### src/common/refsel_regs.svh
// register offsets, field positions, reset values and the pair count for the clock control block
// Summary of operation
// - pin switching needs auto off, pins enabled
// - select pins pick input a, b, c, holdover
// - select pins default to inputs
// - align event phase-aligns enabled outputs
// - new delay values apply on align
// - align pin forces frame mux continuous
// - align pin may hold outputs low
// - polarity setting sets align pin sense
// - polarity invert toggle makes align event
// - lock pins show outer, inner lock
// - lock pin high locked, low lost
// - each pair has format selection
// - cmos pair outputs normal, inverted, off
`ifndef REFSEL_REGS_SVH
`define REFSEL_REGS_SVH
`define REG_SEL_CTRL 8'h00
`define REG_ALIGN_CTRL 8'h04
`define REG_FRAME_CTRL 8'h08
`define REG_STATUS 8'h0C
`define REG_DELAY_BASE 8'h10
`define REG_FMT_BASE 8'h30
`define NUM_PAIRS 7
`define SEL_AUTO_BIT 0
`define SEL_PINEN_BIT 1
`define SEL_PINPOL_BIT 2
`define SEL_TYPE0_LSB 4
`define SEL_TYPE1_LSB 8
`define ALIGN_POL_BIT 0
`define ALIGN_INV_BIT 1
`define ALIGN_HOLDLOW_BIT 2
`define FRAME_MUX_LSB 0
`define FRAME_REQEN_BIT 4
`define FRAME_MUX_CONT 2'h3
`define SEL_CTRL_RESET 32'h0000_0002
`define SELECT_TYPE_INPUT_MAX 3'h3
`endif

### src/common/refsel_pkg.sv
// types shared by the clock control block
package refsel_pkg;
  typedef enum logic [1:0] {SRC_A, SRC_B, SRC_C, SRC_HOLDOVER} ref_source_t;
  typedef enum logic [2:0] {FMT_OFF, FMT_LVDS, FMT_HSDS, FMT_LVPECL, FMT_LCPECL, FMT_CML,
    FMT_LVCMOS} pair_format_t;
  typedef enum logic [1:0] {CMOS_OFF, CMOS_NORMAL, CMOS_INVERTED} cmos_mode_t;
endpackage

### src/verilog/pin_sync.sv
// two-flop synchroniser for asynchronous pins
module pin_sync #(parameter int WIDTH = 1) (
  input wire logic i_clock,
  input wire logic i_rst_n,
  input wire logic [WIDTH-1:0] i_async,
  output logic [WIDTH-1:0] o_sync
);
  logic [WIDTH-1:0] stage1;
  // first stage read only by the second
  always_ff @(posedge i_clock or negedge i_rst_n) begin
    if (!i_rst_n) begin
      stage1 <= '0;
      o_sync <= '0;
    end else begin
      stage1 <= i_async;
      o_sync <= stage1;
    end
  end
endmodule // pin_sync

### src/verilog/pair_format.sv
// one output pair: format and lvcmos leg modes
module pair_format
  import refsel_pkg::*;
(
  input wire logic i_clock,
  input wire logic i_rst_n,
  input wire logic [7:0] i_cfg,
  input wire logic i_hold_low,
  output logic o_enable_p,
  output logic o_enable_n,
  output logic o_invert_p,
  output logic o_invert_n,
  output logic o_force_low
);
  pair_format_t fmt;
  cmos_mode_t mode_p;
  cmos_mode_t mode_n;
  assign fmt = pair_format_t'(i_cfg[2:0]);
  assign mode_p = cmos_mode_t'(i_cfg[5:4]);
  assign mode_n = cmos_mode_t'(i_cfg[7:6]);
  // legs: differential formats drive both, cmos legs separately
  always_ff @(posedge i_clock or negedge i_rst_n) begin
    if (!i_rst_n) begin
      o_enable_p <= 1'b0;
      o_enable_n <= 1'b0;
      o_invert_p <= 1'b0;
      o_invert_n <= 1'b0;
      o_force_low <= 1'b0;
    end else begin
      o_force_low <= i_hold_low;
      if (fmt == FMT_LVCMOS) begin
        o_enable_p <= (mode_p == CMOS_NORMAL) || (mode_p == CMOS_INVERTED);
        o_enable_n <= (mode_n == CMOS_NORMAL) || (mode_n == CMOS_INVERTED);
        o_invert_p <= mode_p == CMOS_INVERTED;
        o_invert_n <= mode_n == CMOS_INVERTED;
      end else begin
        o_enable_p <= fmt != FMT_OFF;
        o_enable_n <= fmt != FMT_OFF;
        o_invert_p <= 1'b0;
        o_invert_n <= 1'b1; // true differential
      end
    end
  end
endmodule // pair_format

### src/verilog/ref_select_and_sync_control.sv
// top: wishbone registers, reference selection, alignment and lock status
`include "refsel_regs.svh"
module ref_select_and_sync_control (
  input wire logic i_clock,
  input wire logic i_resetn,
  input wire logic i_wb_cyc,
  input wire logic i_wb_stb,
  input wire logic i_wb_we,
  input wire logic [7:0] i_wb_adr,
  input wire logic [3:0] i_wb_sel,
  input wire logic [31:0] i_wb_dat,
  output logic [31:0] o_wb_dat,
  output logic o_wb_ack,
  input wire logic i_ref_select_bit0,
  input wire logic i_ref_select_bit1,
  input wire logic i_align_pin,
  input wire logic i_outer_loop_lock,
  input wire logic i_inner_loop_lock,
  output refsel_pkg::ref_source_t o_active_source,
  output logic o_select_bit0_oe,
  output logic o_select_bit1_oe,
  output logic o_align_pulse,
  output logic [1:0] o_frame_ref_source_mux,
  output logic [`NUM_PAIRS*16-1:0] o_pair_delay,
  output logic [`NUM_PAIRS-1:0] o_pair_enable_p,
  output logic [`NUM_PAIRS-1:0] o_pair_enable_n,
  output logic [`NUM_PAIRS-1:0] o_pair_invert_p,
  output logic [`NUM_PAIRS-1:0] o_pair_invert_n,
  output logic [`NUM_PAIRS-1:0] o_pair_force_low,
  output logic o_lock_status_out_a,
  output logic o_lock_status_out_b
);
  import refsel_pkg::*;

  logic rst_meta;
  logic rst_n;
  logic [31:0] sel_ctrl;
  logic [2:0] align_ctrl;
  logic [4:0] frame_ctrl;
  logic [15:0] delay_pending [`NUM_PAIRS];
  logic [7:0] pair_cfg [`NUM_PAIRS];
  logic [4:0] pins_sync;
  logic pin_sel0;
  logic pin_sel1;
  logic align_raw;
  logic outer_lock;
  logic inner_lock;
  logic align_asserted;
  logic align_asserted_q;
  logic inv_q;
  logic align_event;
  logic pin_mode;
  logic wb_hit;
  logic [31:0] next_rdata;
  ref_source_t last_source;

  // merge byte lanes into an old word
  function automatic logic [31:0] merge(input logic [31:0] old, input logic [31:0] din,
      input logic [3:0] sel);
    logic [31:0] r;
    r = old;
    for (int b = 0; b < 4; b++) begin
      if (sel[b]) r[b*8 +: 8] = din[b*8 +: 8];
    end
    return r;
  endfunction

  // which pair slot an address names, NUM_PAIRS when none
  function automatic logic [3:0] slot(input logic [7:0] adr, input logic [7:0] base);
    logic [7:0] d;
    d = adr - base;
    if (adr >= base && d[1:0] == 2'h0 && d[7:2] < 6'(`NUM_PAIRS)) return 4'(d[7:2]);
    return 4'(`NUM_PAIRS);
  endfunction

  // a select pin type in the input range leaves the pin an input
  function automatic logic is_input_type(input logic [2:0] pin_type);
    return pin_type <= `SELECT_TYPE_INPUT_MAX;
  endfunction

  // reset release through two flops
  always_ff @(posedge i_clock or negedge i_resetn) begin
    if (!i_resetn) begin
      rst_meta <= 1'b0;
      rst_n <= 1'b0;
    end else begin
      rst_meta <= 1'b1;
      rst_n <= rst_meta;
    end
  end

  // every pin and external lock level synchronised first
  pin_sync #(.WIDTH(5)) u_pins (
    .i_clock(i_clock),
    .i_rst_n(rst_n),
    .i_async({i_inner_loop_lock, i_outer_loop_lock, i_align_pin, i_ref_select_bit1,
      i_ref_select_bit0}),
    .o_sync(pins_sync)
  );
  assign pin_sel0 = pins_sync[0];
  assign pin_sel1 = pins_sync[1];
  assign align_raw = pins_sync[2];
  assign outer_lock = pins_sync[3];
  assign inner_lock = pins_sync[4];

  // single-cycle classic wishbone answer, ack dropped the cycle after
  assign wb_hit = i_wb_cyc && i_wb_stb && !o_wb_ack;
  always_ff @(posedge i_clock or negedge rst_n) begin
    if (!rst_n) o_wb_ack <= 1'b0;
    else o_wb_ack <= wb_hit;
  end

  // control register writes; select pins stay inputs by default
  always_ff @(posedge i_clock or negedge rst_n) begin
    if (!rst_n) begin
      sel_ctrl <= `SEL_CTRL_RESET;
      align_ctrl <= 3'h0;
      frame_ctrl <= 5'h00;
    end else if (wb_hit && i_wb_we) begin
      if (i_wb_adr == `REG_SEL_CTRL) sel_ctrl <= merge(sel_ctrl, i_wb_dat, i_wb_sel);
      if (i_wb_adr == `REG_ALIGN_CTRL && i_wb_sel[0]) align_ctrl <= i_wb_dat[2:0];
      if (i_wb_adr == `REG_FRAME_CTRL && i_wb_sel[0]) frame_ctrl <= i_wb_dat[4:0];
    end
  end

  // pending delays and pair formats
  always_ff @(posedge i_clock or negedge rst_n) begin
    if (!rst_n) begin
      for (int i = 0; i < `NUM_PAIRS; i++) begin
        delay_pending[i] <= 16'h0000;
        pair_cfg[i] <= 8'h00;
      end
    end else if (wb_hit && i_wb_we) begin
      for (int i = 0; i < `NUM_PAIRS; i++) begin
        if (slot(i_wb_adr, `REG_DELAY_BASE) == 4'(i)) begin
          delay_pending[i] <= 16'(merge({16'h0000, delay_pending[i]}, i_wb_dat, i_wb_sel));
        end
        if (slot(i_wb_adr, `REG_FMT_BASE) == 4'(i) && i_wb_sel[0]) begin
          pair_cfg[i] <= i_wb_dat[7:0];
        end
      end
    end
  end

  // read mux; unmapped addresses read zero
  always_comb begin
    next_rdata = 32'h0000_0000;
    case (i_wb_adr)
      `REG_SEL_CTRL: next_rdata = sel_ctrl;
      `REG_ALIGN_CTRL: next_rdata = {29'h0, align_ctrl};
      `REG_FRAME_CTRL: next_rdata = {27'h0, frame_ctrl};
      `REG_STATUS: next_rdata = {24'h0, 2'h0, o_frame_ref_source_mux, inner_lock,
        outer_lock, o_active_source};
      default: begin
        for (int i = 0; i < `NUM_PAIRS; i++) begin
          if (slot(i_wb_adr, `REG_DELAY_BASE) == 4'(i)) next_rdata = {16'h0, delay_pending[i]};
          if (slot(i_wb_adr, `REG_FMT_BASE) == 4'(i)) next_rdata = {24'h0, pair_cfg[i]};
        end
      end
    endcase
  end

  always_ff @(posedge i_clock or negedge rst_n) begin
    if (!rst_n) o_wb_dat <= 32'h0000_0000;
    else if (wb_hit && !i_wb_we) o_wb_dat <= next_rdata;
  end

  // pin mode qualification: auto off, pins on, polarity zero, both types input
  assign pin_mode = !sel_ctrl[`SEL_AUTO_BIT] && sel_ctrl[`SEL_PINEN_BIT] &&
    !sel_ctrl[`SEL_PINPOL_BIT] &&
    is_input_type(sel_ctrl[`SEL_TYPE0_LSB +: 3]) &&
    is_input_type(sel_ctrl[`SEL_TYPE1_LSB +: 3]);

  // pins left as inputs while their type is an input type; registered so the
  // pad enable never glitches while a control write settles
  always_ff @(posedge i_clock or negedge rst_n) begin
    if (!rst_n) begin
      o_select_bit0_oe <= 1'b0;
      o_select_bit1_oe <= 1'b0;
    end else begin
      o_select_bit0_oe <= !is_input_type(sel_ctrl[`SEL_TYPE0_LSB +: 3]);
      o_select_bit1_oe <= !is_input_type(sel_ctrl[`SEL_TYPE1_LSB +: 3]);
    end
  end

  // active source; outside pin mode the last choice is kept
  always_ff @(posedge i_clock or negedge rst_n) begin
    if (!rst_n) begin
      last_source <= SRC_A;
    end else if (pin_mode) begin
      case ({pin_sel1, pin_sel0})
        2'b00: last_source <= SRC_A;
        2'b01: last_source <= SRC_B;
        2'b10: last_source <= SRC_C;
        2'b11: last_source <= SRC_HOLDOVER;
        default: last_source <= SRC_A;
      endcase
    end
  end
  assign o_active_source = last_source;

  // pin sense set by polarity; invert toggle flips the sense and so makes an edge
  assign align_asserted = align_raw ^ align_ctrl[`ALIGN_POL_BIT] ^
    align_ctrl[`ALIGN_INV_BIT];
  always_ff @(posedge i_clock or negedge rst_n) begin
    if (!rst_n) begin
      align_asserted_q <= 1'b0;
      inv_q <= 1'b0;
    end else begin
      align_asserted_q <= align_asserted;
      inv_q <= align_ctrl[`ALIGN_INV_BIT];
    end
  end
  // a software toggle counts even if the pin sense then reads deasserted
  assign align_event = (align_asserted && !align_asserted_q) ||
    (align_ctrl[`ALIGN_INV_BIT] != inv_q);

  // one pulse aligns all dividers enabled for it
  always_ff @(posedge i_clock or negedge rst_n) begin
    if (!rst_n) o_align_pulse <= 1'b0;
    else o_align_pulse <= align_event;
  end

  // delays reach the outputs only on an alignment event
  always_ff @(posedge i_clock or negedge rst_n) begin
    if (!rst_n) begin
      o_pair_delay <= '0;
    end else if (align_event) begin
      for (int i = 0; i < `NUM_PAIRS; i++) o_pair_delay[i*16 +: 16] <= delay_pending[i];
    end
  end

  // request enable lets the asserted pin force continuous mode
  always_ff @(posedge i_clock or negedge rst_n) begin
    if (!rst_n) begin
      o_frame_ref_source_mux <= 2'h0;
    end else if (frame_ctrl[`FRAME_REQEN_BIT] && align_asserted) begin
      o_frame_ref_source_mux <= `FRAME_MUX_CONT;
    end else begin
      o_frame_ref_source_mux <= frame_ctrl[`FRAME_MUX_LSB +: 2];
    end
  end

  // per-pair output stage
  for (genvar g = 0; g < `NUM_PAIRS; g++) begin : g_pair
    pair_format u_fmt (
      .i_clock(i_clock),
      .i_rst_n(rst_n),
      .i_cfg(pair_cfg[g]),
      .i_hold_low(align_ctrl[`ALIGN_HOLDLOW_BIT] && align_asserted),
      .o_enable_p(o_pair_enable_p[g]),
      .o_enable_n(o_pair_enable_n[g]),
      .o_invert_p(o_pair_invert_p[g]),
      .o_invert_n(o_pair_invert_n[g]),
      .o_force_low(o_pair_force_low[g])
    );
  end

  // lock pins: high while locked, low once lost
  always_ff @(posedge i_clock or negedge rst_n) begin
    if (!rst_n) begin
      o_lock_status_out_a <= 1'b0;
      o_lock_status_out_b <= 1'b0;
    end else begin
      o_lock_status_out_a <= outer_lock;
      o_lock_status_out_b <= inner_lock;
    end
  end
endmodule // ref_select_and_sync_control

### config.mk
export PLATFORM = sky130hd
export DESIGN_NAME = ref_select_and_sync_control
export DESIGN_NICKNAME = d
export VERILOG_FILES = /design/src/common/refsel_pkg.sv /design/src/verilog/pin_sync.sv /design/src/verilog/pair_format.sv /design/src/verilog/ref_select_and_sync_control.sv
export VERILOG_INCLUDE_DIRS = /design/src /design/src/common
export SDC_FILE = /design/constraint.sdc
export NUM_CORES = 1
export LEC_CHECK = 0
export ABC_AREA = 1
export BUFFER_PORTS_ARGS = -buffer_cell sky130_fd_sc_hd__buf_2
export CORE_MARGIN = 2
export CORE_UTILIZATION = 50
export DETAILED_ROUTE_END_ITERATION = 10
export PLACE_DENSITY = 0.82
export SYNTH_ARGS = -nofsm -noshare
export SYNTH_HDL_FRONTEND = slang
export SYNTH_SLANG_ARGS = --single-unit
### constraint.sdc
create_clock -name i_clock -period 25.9 [get_ports i_clock]
set_input_delay 0 -clock i_clock [delete_from_list [all_inputs] [get_ports i_clock]]
set_output_delay 0 -clock i_clock [all_outputs]
set_load 0.05 [all_outputs]
Word level (Yosys, flattened, before mapping)
Cells that the tools add are included.

operators by class
  multiplexer cells = 61
  bitwise operators = 2
  reduce and logical (&&, ||, !) cells = 89
  equal/unequal tests = 66
  add/subtract/negate cells = 2
  magnitude comparators = 6

operators with widths
  operator            number
  $mux 32             13
  $pmux 32 s4         1
  $reduce_and 3->1    18
  $eq 4x3->1 const B  12
  $mux 4              10
  $mux 1              34
  $eq 2x2->1 const B  16
  $eq 4x2->1 const B  8
  $eq 2x1->1 const B  15
  $logic_and 1x1->1   24
  $eq 3x3->1 const B  7
  $reduce_bool 3->1   7
  $reduce_and 2->1    9
  $eq 4x1->1 const B  4
  $eq 8x4->1 const B  2
  $logic_not 4->1     4
  $mux 16             1
  $logic_or 1x1->1    15
  $lt 6x3->1 const B  2
  $eq 8x3->1 const B  1
  $ge 8x5->1 const B  1
  $ge 8x6->1 const B  1
  $logic_not 8->1     1
  $pmux 2 s4          1
  9 further kinds     19

word-level totals
  output and inout port bits = 189
  logic and storage cells = 298
  bits in registers = 405

Depth between registers and ports, before layout
  word-level depth = 24
  depth in mapped cells = 21

By module
Synthesis repeated with hierarchy kept, for this count alone.

second synthesis, totals
  cell total of the unflattened synthesis = 1716
  area, all modules = 17076.4 um^2

modules (own cells, without submodules)
  module                       cells an instance  times used  area each (um^2)
  ref_select_and_sync_control  1524               1           15214.6
  pair_format                  26                 7           230.2
  pin_sync                     10                 1           250.2

Worst setup path after synthesis
OpenSTA, ideal clock, no wires.

  path kind = reg2reg
  start point = register o_wb_ack
  end point = register delay_pending[38] (netlist bit)
  path slack = 23.875 ns
  clock period less this slack = 2.025 ns
  required time = 25.766 ns
  data arrival time = 1.891 ns
  buffers on the path = 3
  cell stages (with the launch flop) = 9
  cell sequence = dfrtp_1 > nor3_2 > and3_1 > buf_2 > buf_4 > nand2_1 > clkbuf_1 > nand2_1 > o21ai_0

on the way
  cells in the longest elaborated chain, start to end = 4

ends and longest elaborated chain
  element                          RTL line                            RTL
  from (decl)                      ref_select_and_sync_control.sv:13   output logic o_wb_ack,
  from (signal assigned)           ref_select_and_sync_control.sv:110  else o_wb_ack <= wb_hit;
  $logic_not 1->1                  ref_select_and_sync_control.sv:107  assign wb_hit = i_wb_cyc && i_wb_stb && !o_wb_ack;
  $logic_and 1x1->1                ref_select_and_sync_control.sv:107
  via wb_hit                       ref_select_and_sync_control.sv:53   logic wb_hit;
  $logic_and 1x1->1                ref_select_and_sync_control.sv:133  end else if (wb_hit && i_wb_we) begin
  $reduce_and 3->1 (no line)       -
  to (signal, indexed assignment)  ref_select_and_sync_control.sv:136  delay_pending[i] <= 16'(merge({16'h0000, delay_pending[i]}, i_wb_dat, i_wb_sel));
  to (decl)                        ref_select_and_sync_control.sv:40   logic [15:0] delay_pending [`NUM_PAIRS];

The timed path passes the listed nets, and every way through them passes these cells.
A chain may end at the register's enable or synchronous reset.

Worst setup path in the final report
  start point = register o_wb_ack
  end point = register o_wb_dat[15]

on the way
  cells in the longest elaborated chain, start to end = 3

ends and longest elaborated chain
  element               RTL line                            RTL
  $logic_not 1->1       ref_select_and_sync_control.sv:107
  $logic_and 1x1->1     ref_select_and_sync_control.sv:107
  $logic_and 1x1->1     ref_select_and_sync_control.sv:165  else if (wb_hit && !i_wb_we) o_wb_dat <= next_rdata;
  to (signal assigned)  ref_select_and_sync_control.sv:165
  to (decl)             ref_select_and_sync_control.sv:12   output logic [31:0] o_wb_dat,

Every way passes these cells.

==> flow_summary.yaml <==
run_status:
  status: "completed"
finish:
  n_antenna_cell: 0
  drive_gt1_share_pct: 25.08
  nets: 2007
  stdcell_area_sq_um: 20200
  synthToLayoutAreaGrowth_pct: 18.64
  fin_util_pct: 60.24
logic_synthesis:
  ys_types: 49
  synth-main-ff-cell: "dfrtp_1"
  avgSynthCellArea_sq_um: 10.01
  ys_ff_latch: 405
  syn-num-nets: 1772
  yosys.area.top_type_share_pct: 59.38
  syn_inst: 1700
  synth_area_leader_cell: "dfrtp_1"
  ys_top_cells_by_area: "dfrtp_1, nand2_1, mux2_2"
  yosys-top-cells-count: "dfrtp_1, nand2_1, o21ai_0"
  async_reset_ff_share_pct: 100.0
  yosysWarnings: 0
  synth_enable_flop_cells: 0
  synth.most_common_cell: "dfrtp_1"
  syn_area_sq_um: 17030
  yosysSeqAreaShare_pct: 59.54
placement:
  place_congestion: 0.9860
  place_hpwl_um: 31640
  place_area_sq_um: 18340
  place.port_buffers: 242
global_routing:
  grt_pass1_wl_um: 73410
  antenna_found_initial: 0
  grt_max_degree: 186
  grt-ovfl-total: 0
  grtUsageTotal_pct: 26.24
  grt_pass1_vias: 13160
cts:
  ctsResizeCount: 0
  clockRootBuffer: "clkbuf_16"
  hold_buffers: 41
  cts_buffers: 43
  cts_tree: "done"
  clock_path_buffers: 3
  h-tree-depth: 2
  path_clk_slew_ps: 60
  clk-insertion-delay-late_ps: 560
  numClockSinks: 405
  cts_setup_buffers: 0
detailed_routing:
  drt.antenna.violating_nets: 0
  drc_errors: 0
  routed_wl_um: 46530
  drtPass1Iterations: 6
  vias: 13280
  via_per_inst: 5.493
  drt_iter0_drc: 1346
  wire_per_inst_um: 19.24
die:
  die_w_um: 188.5
  fp.coreArea_sq_um: 33530
  start_util_pct: 50.77
  die_h_um: 188.5
  io_pins: 243
  die-area_sq_um: 35540
  num_rows: 67
sta:
  clock.fmax_mhz: 303.4
  tns_ps: 0
  finalMaxSlewViolations: 0
  slew_headroom_pct: 26.92
  rsz0062_at_grt: "false"
  fin_crit_sh_pct: 12.73
  finalHoldViolCount: 0
  worstMarginPinSlew_ps: 1096
  skew_ps: 26.03
  fin_crit_ps: 3296
  setup_viol: 0
power:
  static-leakage-power_uw: 0.01008
  ir_worst_vdd_mv: 0.04109
  total_power_uw: 1369
  powerDensity_nw_per_um2: 67.80
critical_path:
  cpMaxStageDelayCell: "clkinv_1"
  crit_path_end_kind: "register"
  critPathTopFamily: "buffers and inverters"
  cp_cell_sequence: "nor4_4, buf_4, clkinv_1, nor2_1, nand2_1, o211ai_1"
  crit_arrival_ps: 3750
  cp-start-kind: "register"
  cp_max_fo: 34
  crit_type: "reg -> reg"
  worstPathRequired_ps: 26350
  crit_buf_inv: 2
  critPathMaxStageDelay_ps: 950
hold_path:
  hold_class: "in -> reg"
run:
  maxCapViolCount: 0
[cell type report]
class | instances | area (sq um)
Multi-Input combinational cell | 1062 | 5851
Tap cell | 448 | 560.5
Fill cell | 2707 | 13330
Inverter | 131 | 493.0
Clock inverter | 20 | 212.7
Timing Repair Buffer | 292 | 1702
Sequential cell | 405 | 10140
Clock buffer | 60 | 1241
[logic make-up (layout without fill, tap and decap cells)]
kind of cell | count (synthesis) | in the layout | share of synthesized area, %
compound gates | 326 | 326 | 10.14
mux | 103 | 103 | 6.813
fa+ha+maj | 18 | 18 | 1.323
xor+xnor | 3 | 3 | 0.1544
buf+inv | 233 | 503 | 6.217
simple gates | 611 | 611 | 15.79
other cells | 1 | 1 | 0.02203
flops | 405 | 405 | 59.54
[flip-flops by register name (all words and copies together) (netlist names), 32 cells and up]
signal / cells
delay_pending: 112
sel_ctrl: 32
o_wb_dat: 32
pair_cfg: 56
o_pair_delay: 112
[worst min-delay path, delay by kind of cell]
kind	cells	cell delay, ps
and+or+nand+nor	1	240
muxes	1	200
buffers and inverters	1	100
[where the power goes]
part / internal, uW / switching, uW
Clock: 367 / 256
Sequential: 644 / 10.1
Combinational: 22.2 / 69.4
Total: 1030 / 336
[through the flow]
| stage | instances | hold slack (ps) | setup slack [ps] |
|---|---|---|---|
| after floorplan | 1700 | -295.6 | 13780 |
| after global placement | 2297 | -211.9 | 22770 |
| after detailed placement | 2297 | -210.4 | 22640 |
| after CTS | 2418 | 26.96 | 22560 |
| after global routing | 2418 | 53.19 | 22330 |
| final | 2418 | 38.99 | 22600 |
[final timing paths]
| check | startpoint | to | slack (ps) | cells past startpoint |
|---|---|---|---|---|
| worst max-delay path | o_wb_ack | o_wb_dat[15] | 22600 | 6 |
| worst min-delay path | i_wb_sel[2] | sel_ctrl[20] | 40 | 3 |
| worst max register to register | o_wb_ack | o_wb_dat[15] | 22600 | 6 |
| worst min register to register | rst_meta | rst_n | 350 | 0 |
| max in group asynchronous | rst_n | delay_pending[46] | 22820 | 2 |
| min in group asynchronous | i_resetn | rst_n | 300 | 3 |
[per-layer routing]
metal | part of all wire (%) | vias to the layer above | GRT usage, %
li1 | - | 6033 | -
met1 | 42 | 6499 | 35.91
met2 | 46 | 641 | 40.81
met3 | 8.7 | 109 | 5.774
met4 | 3.8 | 0 | 10.88
met5 | 0 | - | 0
[cells in the final DEF (no fill, tap or decap), types with 4 or more instances in the layout]
cell and instances:
nand2_1 397, dlygate4sd3_1 41, o211ai_1 10, mux2_2 103, nor2_2 7, a21oi_1 58
nor2_1 83, a22oi_1 9, clkinv_4 4, nand4_1 16, dfrtp_1 403, or2_2 10
nor2_4 7, nand3_1 61, inv_1 116, o21ai_1 24, buf_4 8, ha_1 18
buf_2 242, clkbuf_8 8, clkbuf_16 44, clkbuf_1 8, a221oi_1 5, inv_2 12
nand2_2 9, o21ai_0 209, clkinv_2 9
Power figures use the tool's default switching activity.
